[config.mk]
export PLATFORM = sky130hd
export DESIGN_NAME = mpb_bank
export DESIGN_NICKNAME = d
export VERILOG_FILES = /design/src/rtl/mpb_bank.v /design/src/rtl/mpb_clamp.v
export VERILOG_INCLUDE_DIRS = /design/src /design/src/rtl
export SDC_FILE = /design/constraint.sdc
export NUM_CORES = 2
export LEC_CHECK = 0
export BUFFER_PORTS_ARGS = -buffer_cell sky130_fd_sc_hd__buf_4
export CORE_ASPECT_RATIO = 0.5
export CORE_MARGIN = 10
export CORE_UTILIZATION = 60
export CTS_BUF_LIST = sky130_fd_sc_hd__clkbuf_4 sky130_fd_sc_hd__clkbuf_8
export CTS_CLUSTER_SIZE = 14
export DETAILED_ROUTE_END_ITERATION = 7
export PLACE_DENSITY_LB_ADDON = 0.3
export SLEW_MARGIN = 5
export SYNTH_ARGS = -nofsm -noshare
export SYNTH_HDL_FRONTEND = slang
export SYNTH_SLANG_ARGS = --single-unit
[constraint.sdc]
create_clock -name CLK -period 24.2 [get_ports CLK]
set_clock_uncertainty 0.05 [all_clocks]
set_input_delay 2.42 -clock CLK [delete_from_list [all_inputs] [get_ports CLK]]
set_output_delay 2.42 -clock CLK [all_outputs]
set_load 0.05 [all_outputs]
[src/rtl/mpb_map.vh]
`ifndef MPB_MAP_VH
`define MPB_MAP_VH
// register addresses, 16-bit word addresses
`define MPB_A_SYM_RAMP 16'h0602
`define MPB_A_LIM_SEL 16'h0606
`define MPB_A_LIM_POS 16'h0608
`define MPB_A_LIM_NEG 16'h060a
`define MPB_A_PROF_ACC 16'h0614
`define MPB_A_PROF_DEC 16'h0616
`define MPB_A_REF_CEIL 16'h0612
`define MPB_A_START_STOP 16'h0622
`define MPB_A_QSTOP 16'h0624
`define MPB_A_SPD_LIMIT 16'h0e08
`define MPB_A_NOM_CUR 16'h0e0c
`define MPB_A_SPD90 16'h0e14
`define MPB_A_SPD50 16'h0e16
`define MPB_A_SPD20 16'h0e18
`define MPB_A_MODES 16'h1b28
// reset values and limits
`define MPB_QSTOP_MIN 32'h000000c8
`define MPB_QSTOP_RST 32'h00001770
`define MPB_QSTOP_MAX 32'h002dc6c0
`define MPB_ACC_MIN 32'h00000001
`define MPB_ACC_RST 32'h00000258
`define MPB_ACC_MAX 32'h002dc6c0
`define MPB_DEC_MIN 32'h000000c8
`define MPB_DEC_RST 32'h000002ee
`define MPB_DEC_MAX 32'h002dc6c0
`define MPB_SPD_MIN 16'h0001
`define MPB_SPD_RST 16'h0bb8
`define MPB_SPD_MAX 16'h0bb8
`define MPB_CEIL_MIN 16'h003c
`define MPB_CEIL_RST 16'h3390
`define MPB_CEIL_MAX 16'h3390
`define MPB_LIM_SEL_RST 16'h0000
`define MPB_LIM_SEL_MAX 16'h0003
`define MPB_LIM_POS_RST 32'h7fffffff
`define MPB_LIM_NEG_RST 32'h80000000
`define MPB_START_RST 16'h0000
`define MPB_NOM_CUR_RST 16'h0000
`define MPB_SYM_SAT 16'hffff
// supported mode bit positions
`define MPB_MB_PP 0
`define MPB_MB_PV 2
`define MPB_MB_HOME 5
`define MPB_MB_JOG 16
`define MPB_MB_OSC 22
`define MPB_MODES_VAL 32'h007f0025
// mode selector values for the motion generator
`define MPB_OPM_PP 3'h1
`define MPB_OPM_PV 3'h2
`define MPB_OPM_HOME 3'h3
`define MPB_OPM_JOG 3'h4
`endif

[src/rtl/mpb_bank.v]
`timescale 1ns/10ps
// Overview of operation
// - clamp reference speed to ceiling in ramped modes
// - hold 16-bit start/stop speed parameter
// - quick-stop decel applied on stop or class-1
// - quick-stop decel 32-bit, 200..3000000, default 6000
// - symmetric ramp 16-bit, unit 10 rpm/s
// - symmetric ramp write sets accel and decel
// - symmetric ramp write checked against both limits
// - symmetric ramp read returns larger ramp
// - symmetric ramp read saturates at 0xffff
// - nominal current 16-bit, 10 mA steps
// - torque speeds auto-filled, read-only on predefined motor
// - motor speed limit 1..3000, default 3000
// - limit select 0 none,1 pos,2 neg,3 both
// - limit monitoring only when homing valid
// - out-of-range limit position becomes max user value
// - limit positions signed 32-bit, extreme defaults
// - modes mask bits 0,2,5 pp,pv,homing
// - modes mask bits 16..22 jog through oscillator
module mpb_bank (
    input wire CLK, // 40 MHz clock
    input wire RST, // async reset, active high
    input wire WR_EN, // word write strobe
    input wire RD_EN, // word read strobe
    input wire [15:0] ADDR, // fieldbus register address
    input wire [15:0] WR_DATA, // write word
    output reg [15:0] RD_DATA, // read word
    output reg RD_VALID, // read data valid pulse
    output reg WR_ERR, // write rejected pulse
    input wire PREDEF_MOTOR, // predefined motor selected
    input wire [15:0] PREDEF_SPD20, // catalogue 20 pct speed
    input wire [15:0] PREDEF_SPD50, // catalogue 50 pct speed
    input wire [15:0] PREDEF_SPD90, // catalogue 90 pct speed
    input wire [31:0] USER_POS_MIN, // permissible user range low
    input wire [31:0] USER_POS_MAX, // permissible user range high
    input wire HOMING_VALID, // homing completed
    input wire SW_STOP, // software stop request
    input wire ERR_CLASS1, // class 1 error active
    input wire [2:0] OP_MODE, // active operating mode
    input wire [31:0] REF_SPEED, // commanded reference speed
    output reg [31:0] REF_SPEED_LIM, // clamped reference speed
    output reg [31:0] ACTIVE_DECEL, // decel used by generator
    output reg [31:0] PROFILE_ACCEL, // acceleration in use
    output reg [15:0] START_STOP_SPEED, // start and end speed
    output reg [15:0] MOTOR_SPEED_LIMIT, // max motor speed
    output reg [15:0] NOMINAL_CURRENT, // nominal current 10 mA
    output reg SOFT_LIMIT_POS_ENABLE, // positive limit monitored
    output reg SOFT_LIMIT_NEG_ENABLE, // negative limit monitored
    output reg [31:0] SOFT_LIMIT_POS, // positive limit position
    output reg [31:0] SOFT_LIMIT_NEG // negative limit position
);
`include "mpb_map.vh"

////////////////////////////////////////////////////////////////////////
reg [15:0] ref_speed_ceiling_r;
reg [15:0] start_stop_speed_r;
reg [31:0] quick_stop_decel_r;
reg [31:0] profile_accel_r;
reg [31:0] profile_decel_r;
reg [15:0] motor_speed_limit_r;
reg [15:0] nominal_motor_current_r;
reg [15:0] spd90_r;
reg [15:0] spd50_r;
reg [15:0] spd20_r;
reg [15:0] soft_limit_monitor_select_r;
reg [31:0] soft_limit_positive_position_r;
reg [31:0] soft_limit_negative_position_r;
// high half of a 32-bit write, held until the low half arrives
reg [15:0] hi_latch_r;
reg [15:0] hi_addr_r;
reg hi_valid_r;
reg [15:0] lo_hold_r;
wire signed [31:0] clamp_out;

////////////////////////////////////////////////////////////////////////
// a 32-bit write is hi word at base, then lo word at base+1
wire [15:0] base_addr = ADDR - 16'h0001;
wire lo_word = hi_valid_r && (hi_addr_r == base_addr);
wire [31:0] wr32 = {hi_latch_r, WR_DATA};
wire [31:0] sym32 = {16'h0000, WR_DATA};
wire [31:0] modes_val = `MPB_MODES_VAL;
wire [31:0] sym_val = sym32 * 32'h0000000a;
wire ramp_big = profile_accel_r > profile_decel_r;
wire [31:0] ramp_max = ramp_big ? profile_accel_r : profile_decel_r;
wire [31:0] ramp_units = ramp_max / 32'h0000000a;
wire pos_in_rng = ($signed(wr32) >= $signed(USER_POS_MIN)) &&
                  ($signed(wr32) <= $signed(USER_POS_MAX));
wire is_32 = (ADDR == `MPB_A_LIM_POS) || (ADDR == `MPB_A_LIM_NEG) ||
             (ADDR == `MPB_A_QSTOP) || (ADDR == `MPB_A_PROF_ACC) ||
             (ADDR == `MPB_A_PROF_DEC) || (ADDR == `MPB_A_MODES);

////////////////////////////////////////////////////////////////////////
always @(posedge CLK or posedge RST) begin
    if (RST) begin
        ref_speed_ceiling_r <= `MPB_CEIL_RST;
        start_stop_speed_r <= `MPB_START_RST;
        quick_stop_decel_r <= `MPB_QSTOP_RST;
        profile_accel_r <= `MPB_ACC_RST;
        profile_decel_r <= `MPB_DEC_RST;
        motor_speed_limit_r <= `MPB_SPD_RST;
        nominal_motor_current_r <= `MPB_NOM_CUR_RST;
        spd90_r <= 16'h0000;
        spd50_r <= 16'h0000;
        spd20_r <= 16'h0000;
        soft_limit_monitor_select_r <= `MPB_LIM_SEL_RST;
        soft_limit_positive_position_r <= `MPB_LIM_POS_RST;
        soft_limit_negative_position_r <= `MPB_LIM_NEG_RST;
        hi_latch_r <= 16'h0000;
        hi_addr_r <= 16'h0000;
        hi_valid_r <= 1'b0;
        WR_ERR <= 1'b0;
    end else begin
        WR_ERR <= 1'b0;
        if (PREDEF_MOTOR) begin
            spd90_r <= PREDEF_SPD90;
            spd50_r <= PREDEF_SPD50;
            spd20_r <= PREDEF_SPD20;
        end
        if (WR_EN) begin
            hi_valid_r <= 1'b0;
            if (is_32) begin
                hi_latch_r <= WR_DATA;
                hi_addr_r <= ADDR;
                hi_valid_r <= (ADDR != `MPB_A_MODES);
                WR_ERR <= (ADDR == `MPB_A_MODES);
            end else if (lo_word) begin
                case (hi_addr_r)
                    `MPB_A_QSTOP: begin
                        if (wr32 >= `MPB_QSTOP_MIN && wr32 <= `MPB_QSTOP_MAX) begin
                            quick_stop_decel_r <= wr32;
                        end else begin
                            WR_ERR <= 1'b1;
                        end
                    end
                    `MPB_A_PROF_ACC: begin
                        if (wr32 >= `MPB_ACC_MIN && wr32 <= `MPB_ACC_MAX) begin
                            profile_accel_r <= wr32;
                        end else begin
                            WR_ERR <= 1'b1;
                        end
                    end
                    `MPB_A_PROF_DEC: begin
                        if (wr32 >= `MPB_DEC_MIN && wr32 <= `MPB_DEC_MAX) begin
                            profile_decel_r <= wr32;
                        end else begin
                            WR_ERR <= 1'b1;
                        end
                    end
                    `MPB_A_LIM_POS: begin
                        // out-of-range entries snap to the top of the user range
                        soft_limit_positive_position_r <= pos_in_rng ? wr32 :
                                                          USER_POS_MAX;
                    end
                    `MPB_A_LIM_NEG: begin
                        soft_limit_negative_position_r <= pos_in_rng ? wr32 :
                                                          USER_POS_MAX;
                    end
                    default: begin
                        WR_ERR <= 1'b1;
                    end
                endcase
            end else begin
                case (ADDR)
                    `MPB_A_SYM_RAMP: begin
                        // one value must suit both ramps or neither changes
                        if (sym_val >= `MPB_ACC_MIN && sym_val <= `MPB_ACC_MAX &&
                            sym_val >= `MPB_DEC_MIN && sym_val <= `MPB_DEC_MAX) begin
                            profile_accel_r <= sym_val;
                            profile_decel_r <= sym_val;
                        end else begin
                            WR_ERR <= 1'b1;
                        end
                    end
                    `MPB_A_LIM_SEL: begin
                        if (WR_DATA <= `MPB_LIM_SEL_MAX) begin
                            soft_limit_monitor_select_r <= WR_DATA;
                        end else begin
                            WR_ERR <= 1'b1;
                        end
                    end
                    `MPB_A_REF_CEIL: begin
                        if (WR_DATA >= `MPB_CEIL_MIN && WR_DATA <= `MPB_CEIL_MAX) begin
                            ref_speed_ceiling_r <= WR_DATA;
                        end else begin
                            WR_ERR <= 1'b1;
                        end
                    end
                    `MPB_A_START_STOP: start_stop_speed_r <= WR_DATA;
                    `MPB_A_SPD_LIMIT: begin
                        if (WR_DATA >= `MPB_SPD_MIN && WR_DATA <= `MPB_SPD_MAX) begin
                            motor_speed_limit_r <= WR_DATA;
                        end else begin
                            WR_ERR <= 1'b1;
                        end
                    end
                    `MPB_A_NOM_CUR: nominal_motor_current_r <= WR_DATA;
                    `MPB_A_SPD90: begin
                        if (PREDEF_MOTOR) WR_ERR <= 1'b1;
                        else spd90_r <= WR_DATA;
                    end
                    `MPB_A_SPD50: begin
                        if (PREDEF_MOTOR) WR_ERR <= 1'b1;
                        else spd50_r <= WR_DATA;
                    end
                    `MPB_A_SPD20: begin
                        if (PREDEF_MOTOR) WR_ERR <= 1'b1;
                        else spd20_r <= WR_DATA;
                    end
                    default: WR_ERR <= 1'b1;
                endcase
            end
        end
    end
end

////////////////////////////////////////////////////////////////////////
// reads: hi word at base, lo word at base+1 from a snapshot taken with hi
always @(posedge CLK or posedge RST) begin
    if (RST) begin
        RD_DATA <= 16'h0000;
        RD_VALID <= 1'b0;
        lo_hold_r <= 16'h0000;
    end else begin
        RD_VALID <= RD_EN;
        if (RD_EN) begin
            case (ADDR)
                `MPB_A_SYM_RAMP: begin
                    RD_DATA <= (ramp_units > 32'h0000ffff) ? `MPB_SYM_SAT :
                               ramp_units[15:0];
                end
                `MPB_A_LIM_SEL: RD_DATA <= soft_limit_monitor_select_r;
                `MPB_A_LIM_POS: begin
                    RD_DATA <= soft_limit_positive_position_r[31:16];
                    lo_hold_r <= soft_limit_positive_position_r[15:0];
                end
                `MPB_A_LIM_NEG: begin
                    RD_DATA <= soft_limit_negative_position_r[31:16];
                    lo_hold_r <= soft_limit_negative_position_r[15:0];
                end
                `MPB_A_QSTOP: begin
                    RD_DATA <= quick_stop_decel_r[31:16];
                    lo_hold_r <= quick_stop_decel_r[15:0];
                end
                `MPB_A_PROF_ACC: begin
                    RD_DATA <= profile_accel_r[31:16];
                    lo_hold_r <= profile_accel_r[15:0];
                end
                `MPB_A_PROF_DEC: begin
                    RD_DATA <= profile_decel_r[31:16];
                    lo_hold_r <= profile_decel_r[15:0];
                end
                `MPB_A_MODES: begin
                    RD_DATA <= modes_val[31:16];
                    lo_hold_r <= modes_val[15:0];
                end
                `MPB_A_LIM_POS + 16'h0001, `MPB_A_LIM_NEG + 16'h0001,
                `MPB_A_QSTOP + 16'h0001, `MPB_A_PROF_ACC + 16'h0001,
                `MPB_A_PROF_DEC + 16'h0001, `MPB_A_MODES + 16'h0001: RD_DATA <= lo_hold_r;
                `MPB_A_REF_CEIL: RD_DATA <= ref_speed_ceiling_r;
                `MPB_A_START_STOP: RD_DATA <= start_stop_speed_r;
                `MPB_A_SPD_LIMIT: RD_DATA <= motor_speed_limit_r;
                `MPB_A_NOM_CUR: RD_DATA <= nominal_motor_current_r;
                `MPB_A_SPD90: RD_DATA <= spd90_r;
                `MPB_A_SPD50: RD_DATA <= spd50_r;
                `MPB_A_SPD20: RD_DATA <= spd20_r;
                default: RD_DATA <= 16'h0000;
            endcase
        end
    end
end

////////////////////////////////////////////////////////////////////////
mpb_clamp u_clamp (
    .mode(OP_MODE),
    .ref_in(REF_SPEED),
    .ceiling(ref_speed_ceiling_r),
    .ref_out(clamp_out)
);

// registered outputs toward the motion generator
always @(posedge CLK or posedge RST) begin
    if (RST) begin
        REF_SPEED_LIM <= 32'h00000000;
        ACTIVE_DECEL <= `MPB_DEC_RST;
        PROFILE_ACCEL <= `MPB_ACC_RST;
        START_STOP_SPEED <= `MPB_START_RST;
        MOTOR_SPEED_LIMIT <= `MPB_SPD_RST;
        NOMINAL_CURRENT <= `MPB_NOM_CUR_RST;
        SOFT_LIMIT_POS_ENABLE <= 1'b0;
        SOFT_LIMIT_NEG_ENABLE <= 1'b0;
        SOFT_LIMIT_POS <= `MPB_LIM_POS_RST;
        SOFT_LIMIT_NEG <= `MPB_LIM_NEG_RST;
    end else begin
        REF_SPEED_LIM <= clamp_out;
        // stop paths take the steeper quick-stop ramp
        ACTIVE_DECEL <= (SW_STOP || ERR_CLASS1) ? quick_stop_decel_r :
                        profile_decel_r;
        PROFILE_ACCEL <= profile_accel_r;
        START_STOP_SPEED <= start_stop_speed_r;
        MOTOR_SPEED_LIMIT <= motor_speed_limit_r;
        NOMINAL_CURRENT <= nominal_motor_current_r;
        SOFT_LIMIT_POS_ENABLE <= HOMING_VALID && soft_limit_monitor_select_r[0];
        SOFT_LIMIT_NEG_ENABLE <= HOMING_VALID && soft_limit_monitor_select_r[1];
        SOFT_LIMIT_POS <= soft_limit_positive_position_r;
        SOFT_LIMIT_NEG <= soft_limit_negative_position_r;
    end
end
endmodule

[src/rtl/mpb_clamp.v]
`timescale 1ns/10ps
// ceiling clamp for the commanded speed, only in ramped modes
module mpb_clamp (
    input wire [2:0] mode, // active operating mode
    input wire signed [31:0] ref_in, // commanded reference speed
    input wire [15:0] ceiling, // reference speed ceiling
    output reg signed [31:0] ref_out // limited reference speed
);
`include "mpb_map.vh"
reg ramped;
reg signed [31:0] ceil_s;
always @* begin
    ramped = (mode == `MPB_OPM_PP) || (mode == `MPB_OPM_PV) ||
             (mode == `MPB_OPM_HOME) || (mode == `MPB_OPM_JOG);
    ceil_s = $signed({16'h0000, ceiling});
    ref_out = ref_in;
    // magnitude limited both ways so reverse moves obey it too
    if (ramped && ref_in > ceil_s) begin
        ref_out = ceil_s;
    end else if (ramped && ref_in < -ceil_s) begin
        ref_out = -ceil_s;
    end
end
endmodule

==> run metrics <==
antenna violation net count after detailed routing=0; count of flip-flops with a built-in enable after synthesis=0; RSZ-0062 raised after global routing=false; violated checks=design-rule violations; most instantiated cells after synthesis=sky130_fd_sc_hd__dfrtp_1, sky130_fd_sc_hd__nand2_1, sky130_fd_sc_hd__o21ai_0, sky130_fd_sc_hd__a21oi_1, sky130_fd_sc_hd__ha_1; reported net switching power=648 µW; Critical-path top delay cell=sky130_fd_sc_hd__dfrtp_1; simple-gate area share of the yosys netlist=0.168; die height=189 µm; number of standard-cell rows in the floorplan=61; Post-Route WL=128000 µm; final cycle utilization of the critical path=0.612; switching share of total power=0.292; worst-case clock buffer depth=3; input/output buffers=414; arithmetic-cell share of the synthesized area counting full adders, half adders and majority gates=0.0672; total congestion overflow=0; cell area power density=56.1 mW/mm²; fill cell instance count of the final layout=4203; Final TNS setup=0 ps; share of Yosys cell area claimed by the top area cell type=0.332; ratio of cells with drive above 1 in the final layout=0.235; cts bufs inserted=85; total of flip-flops plus latches after synthesis=565; FF-to-FF setup slack=9400 ps; critical path fanouts, max=71; Worst setup SP type=flip-flop; final core area utilization=0.708; hold-fix buffers at CTS=0; routed via count=32000; power share of the sequential group=0.435; area growth from synthesis to layout=15.9%; RePlAce Congestion=0.955; pre-CTS setup slack=9860 ps; overall die width=357 µm; shortest period the worst path allows=14800 ps; logic gate share of total power=0.164; via/cell ratio=6.71; post-synth cell types=132; pin count of the biggest net entering global routing=177; static leakage power=18.2 nW; post-CTS repair timing setup buffer count=0; relative max-transition margin=0.202; netlist area before placement=0.0341 mm²; clock insertion delay at the later pin of the skew report=700 ps; final number of hold-violating endpoints=0; top cells by area in the synthesized netlist=sky130_fd_sc_hd__dfrtp_1, sky130_fd_sc_hd__dfstp_2, sky130_fd_sc_hd__ha_1; Clock Pin Slew Worst Setup and Hold Paths=80 ps; vias in the first global route=30700; Die Outline Area=0.0673 mm²; average instance area after synthesis=9.38 µm²; routed wire length per instance=26.9 µm; status=finished with violations; category of the critical setup timing path=reg2reg; core footprint=0.0559 mm²; sequential share of the synthesized area=0.419; CTS root buffer=sky130_fd_sc_hd__clkbuf_8; Required @ worst endpoint=24710 ps; GRT Overall Usage=0.367; net count of the mapped netlist=4002; dominant cell by count in the synthesized netlist=sky130_fd_sc_hd__dfrtp_1; Max Slew Vio Count=0; antenna violations before repair=2; Yosys warning total=0; category of the worst setup path capture point=flip-flop; Final setup violation count=0; clock network fraction of design power=0.401; compound-cell area share of the yosys netlist=0.215; maximum clock frequency=67.6 MHz; path class of the lowest-slack min-delay path=reg2reg; total number of clock tree sinks=565; largest area contributor in the synthesized netlist=sky130_fd_sc_hd__dfrtp_1; level count of the clock H-tree=3; largest family of logic cells by synthesized area=compound AO/OA/AOI/OAI gates; FFs w/ async S/R, synth=1.00; final-stage net count=4314; slew at the pin closest to its max-slew limit=1200 ps; I/O pin count=415; estimated wirelength of the detail-placed design=93400 µm; first-pass GRT wire length=192000 µm; data arrival time of the critical path=15310 ps; post-cts sizing count=0; detailed-route DRC error count=1; Internal Power=1.57 mW; effective utilization at floorplan=0.610; Crit path largest cell delay=830 ps; Post-Synth XOR/XNOR Area=0.0161; clock tree from TritonCTS=done; dominant synthesized flop cell=sky130_fd_sc_hd__dfrtp_1; number of search-and-repair iterations in the first detailed-routing pass=8; Max-cap violations=0; Cells after Synth=3634; maximum VDD drop=0.0000481 V; Final Worst Setup Slack=9400 ps; violation count after the first detailed-route iteration=4751; multiplexer fraction of the synthesized cell area=0.0653
## power by group through the flow
stage	clock network [mW]	registers [mW]	logic, mW
2_1_floorplan	0	1.00	0.221
3_3_place_gp	0	0.981	0.346
3_5_place_dp	0	0.982	0.352
4_1_cts	0.888	0.965	0.354
5_1_grt	0.936	0.966	0.392
6_report	0.890	0.966	0.363
## cells by family after synthesis
| family | count (synthesis) |
|---|---|
| compound gates | 1077 |
| xor+xnor | 62 |
| fa+ha+maj | 183 |
| buf+inv | 411 |
| flops | 565 |
| mux | 206 |
| simple gates | 1130 |
## sequential cells by signal, indices dropped and copies added, names as in the netlist, 32 cells and up
signal,flops
ACTIVE_DECEL,32
PROFILE_ACCEL,32
REF_SPEED_LIM,32
SOFT_LIMIT_NEG,32
SOFT_LIMIT_POS,32
profile_accel_r,32
profile_decel_r,32
quick_stop_decel_r,32
soft_limit_negative_position_r,32
soft_limit_positive_position_r,32
## final cells by class
type                    count  area [µm²]  share of cell area
diodes                      2        5.00            0.000127
clock buffers             130        1600              0.0405
clock inverters            27         315             0.00797
inverters                 173         657              0.0166
multi-input cells        2658       18200               0.461
flip-flops and latches    565       14300               0.361
well taps                 756         946              0.0239
repair buffers            463        3490              0.0882
## layer usage
layer  vias to the layer above  routed length (µm)  global-route usage
li1                      14000                   -                   -
met1                     15600               49200               0.476
met2                      1977               55700               0.552
met3                       420               16700               0.131
met4                         6                6680               0.155
met5                         -                 178              0.0163
## placed cells by master, fill, tap and decap left out, types with 41 or more instances in the layout
cell                       count
sky130_fd_sc_hd__buf_4       462
sky130_fd_sc_hd__dfrtp_1     452
sky130_fd_sc_hd__nand2_1     414
sky130_fd_sc_hd__o21ai_0     291
sky130_fd_sc_hd__a21oi_1     229
sky130_fd_sc_hd__ha_1        180
sky130_fd_sc_hd__inv_1       169
sky130_fd_sc_hd__nor2_1      148
sky130_fd_sc_hd__dfstp_2     113
sky130_fd_sc_hd__mux2_2      103
sky130_fd_sc_hd__mux2i_1     100
sky130_fd_sc_hd__clkbuf_8    100
sky130_fd_sc_hd__nand3_1      78
sky130_fd_sc_hd__a22oi_1      71
sky130_fd_sc_hd__and2_1       68
sky130_fd_sc_hd__nor3_1       67
sky130_fd_sc_hd__nor2b_1      65
sky130_fd_sc_hd__nand4_1      60
sky130_fd_sc_hd__xnor2_1      50
sky130_fd_sc_hd__nand2b_1     45
sky130_fd_sc_hd__nor4_1       41
sky130_fd_sc_hd__a222oi_1     41
## final timing paths
kind,to,startpoint,cells past startpoint
max,RD_DATA[1],profile_decel_r[27],45
min,SOFT_LIMIT_POS[1],soft_limit_positive_position_r[1],0
max reg2reg,RD_DATA[1],profile_decel_r[27],45
min reg2reg,SOFT_LIMIT_POS[1],soft_limit_positive_position_r[1],0
max in group asynchronous,profile_accel_r[16],RST,5
min in group asynchronous,RD_VALID,RST,2
## worst max-delay path: cells and delay by family (launching register included)
family          cells  cell delay [ps]
flops               1              830
buf+inv             2              380
simple gates        9             3070
fa+ha+maj           2              600
xor+xnor            1              200
compound gates     31             9510
## metrics by stage
step	power, mW	hold slack (ps)	instance area (µm²)	instances
floorplan	1.22	309	34100	3634
CTS	2.21	319	39500	4772
finish	2.22	321	39500	4774
global route	2.29	327	39500	4772
detailed placement	1.33	314	37600	4615
global placement	1.33	314	37600	4615
No activity file was read; power rests on OpenSTA's default activity.
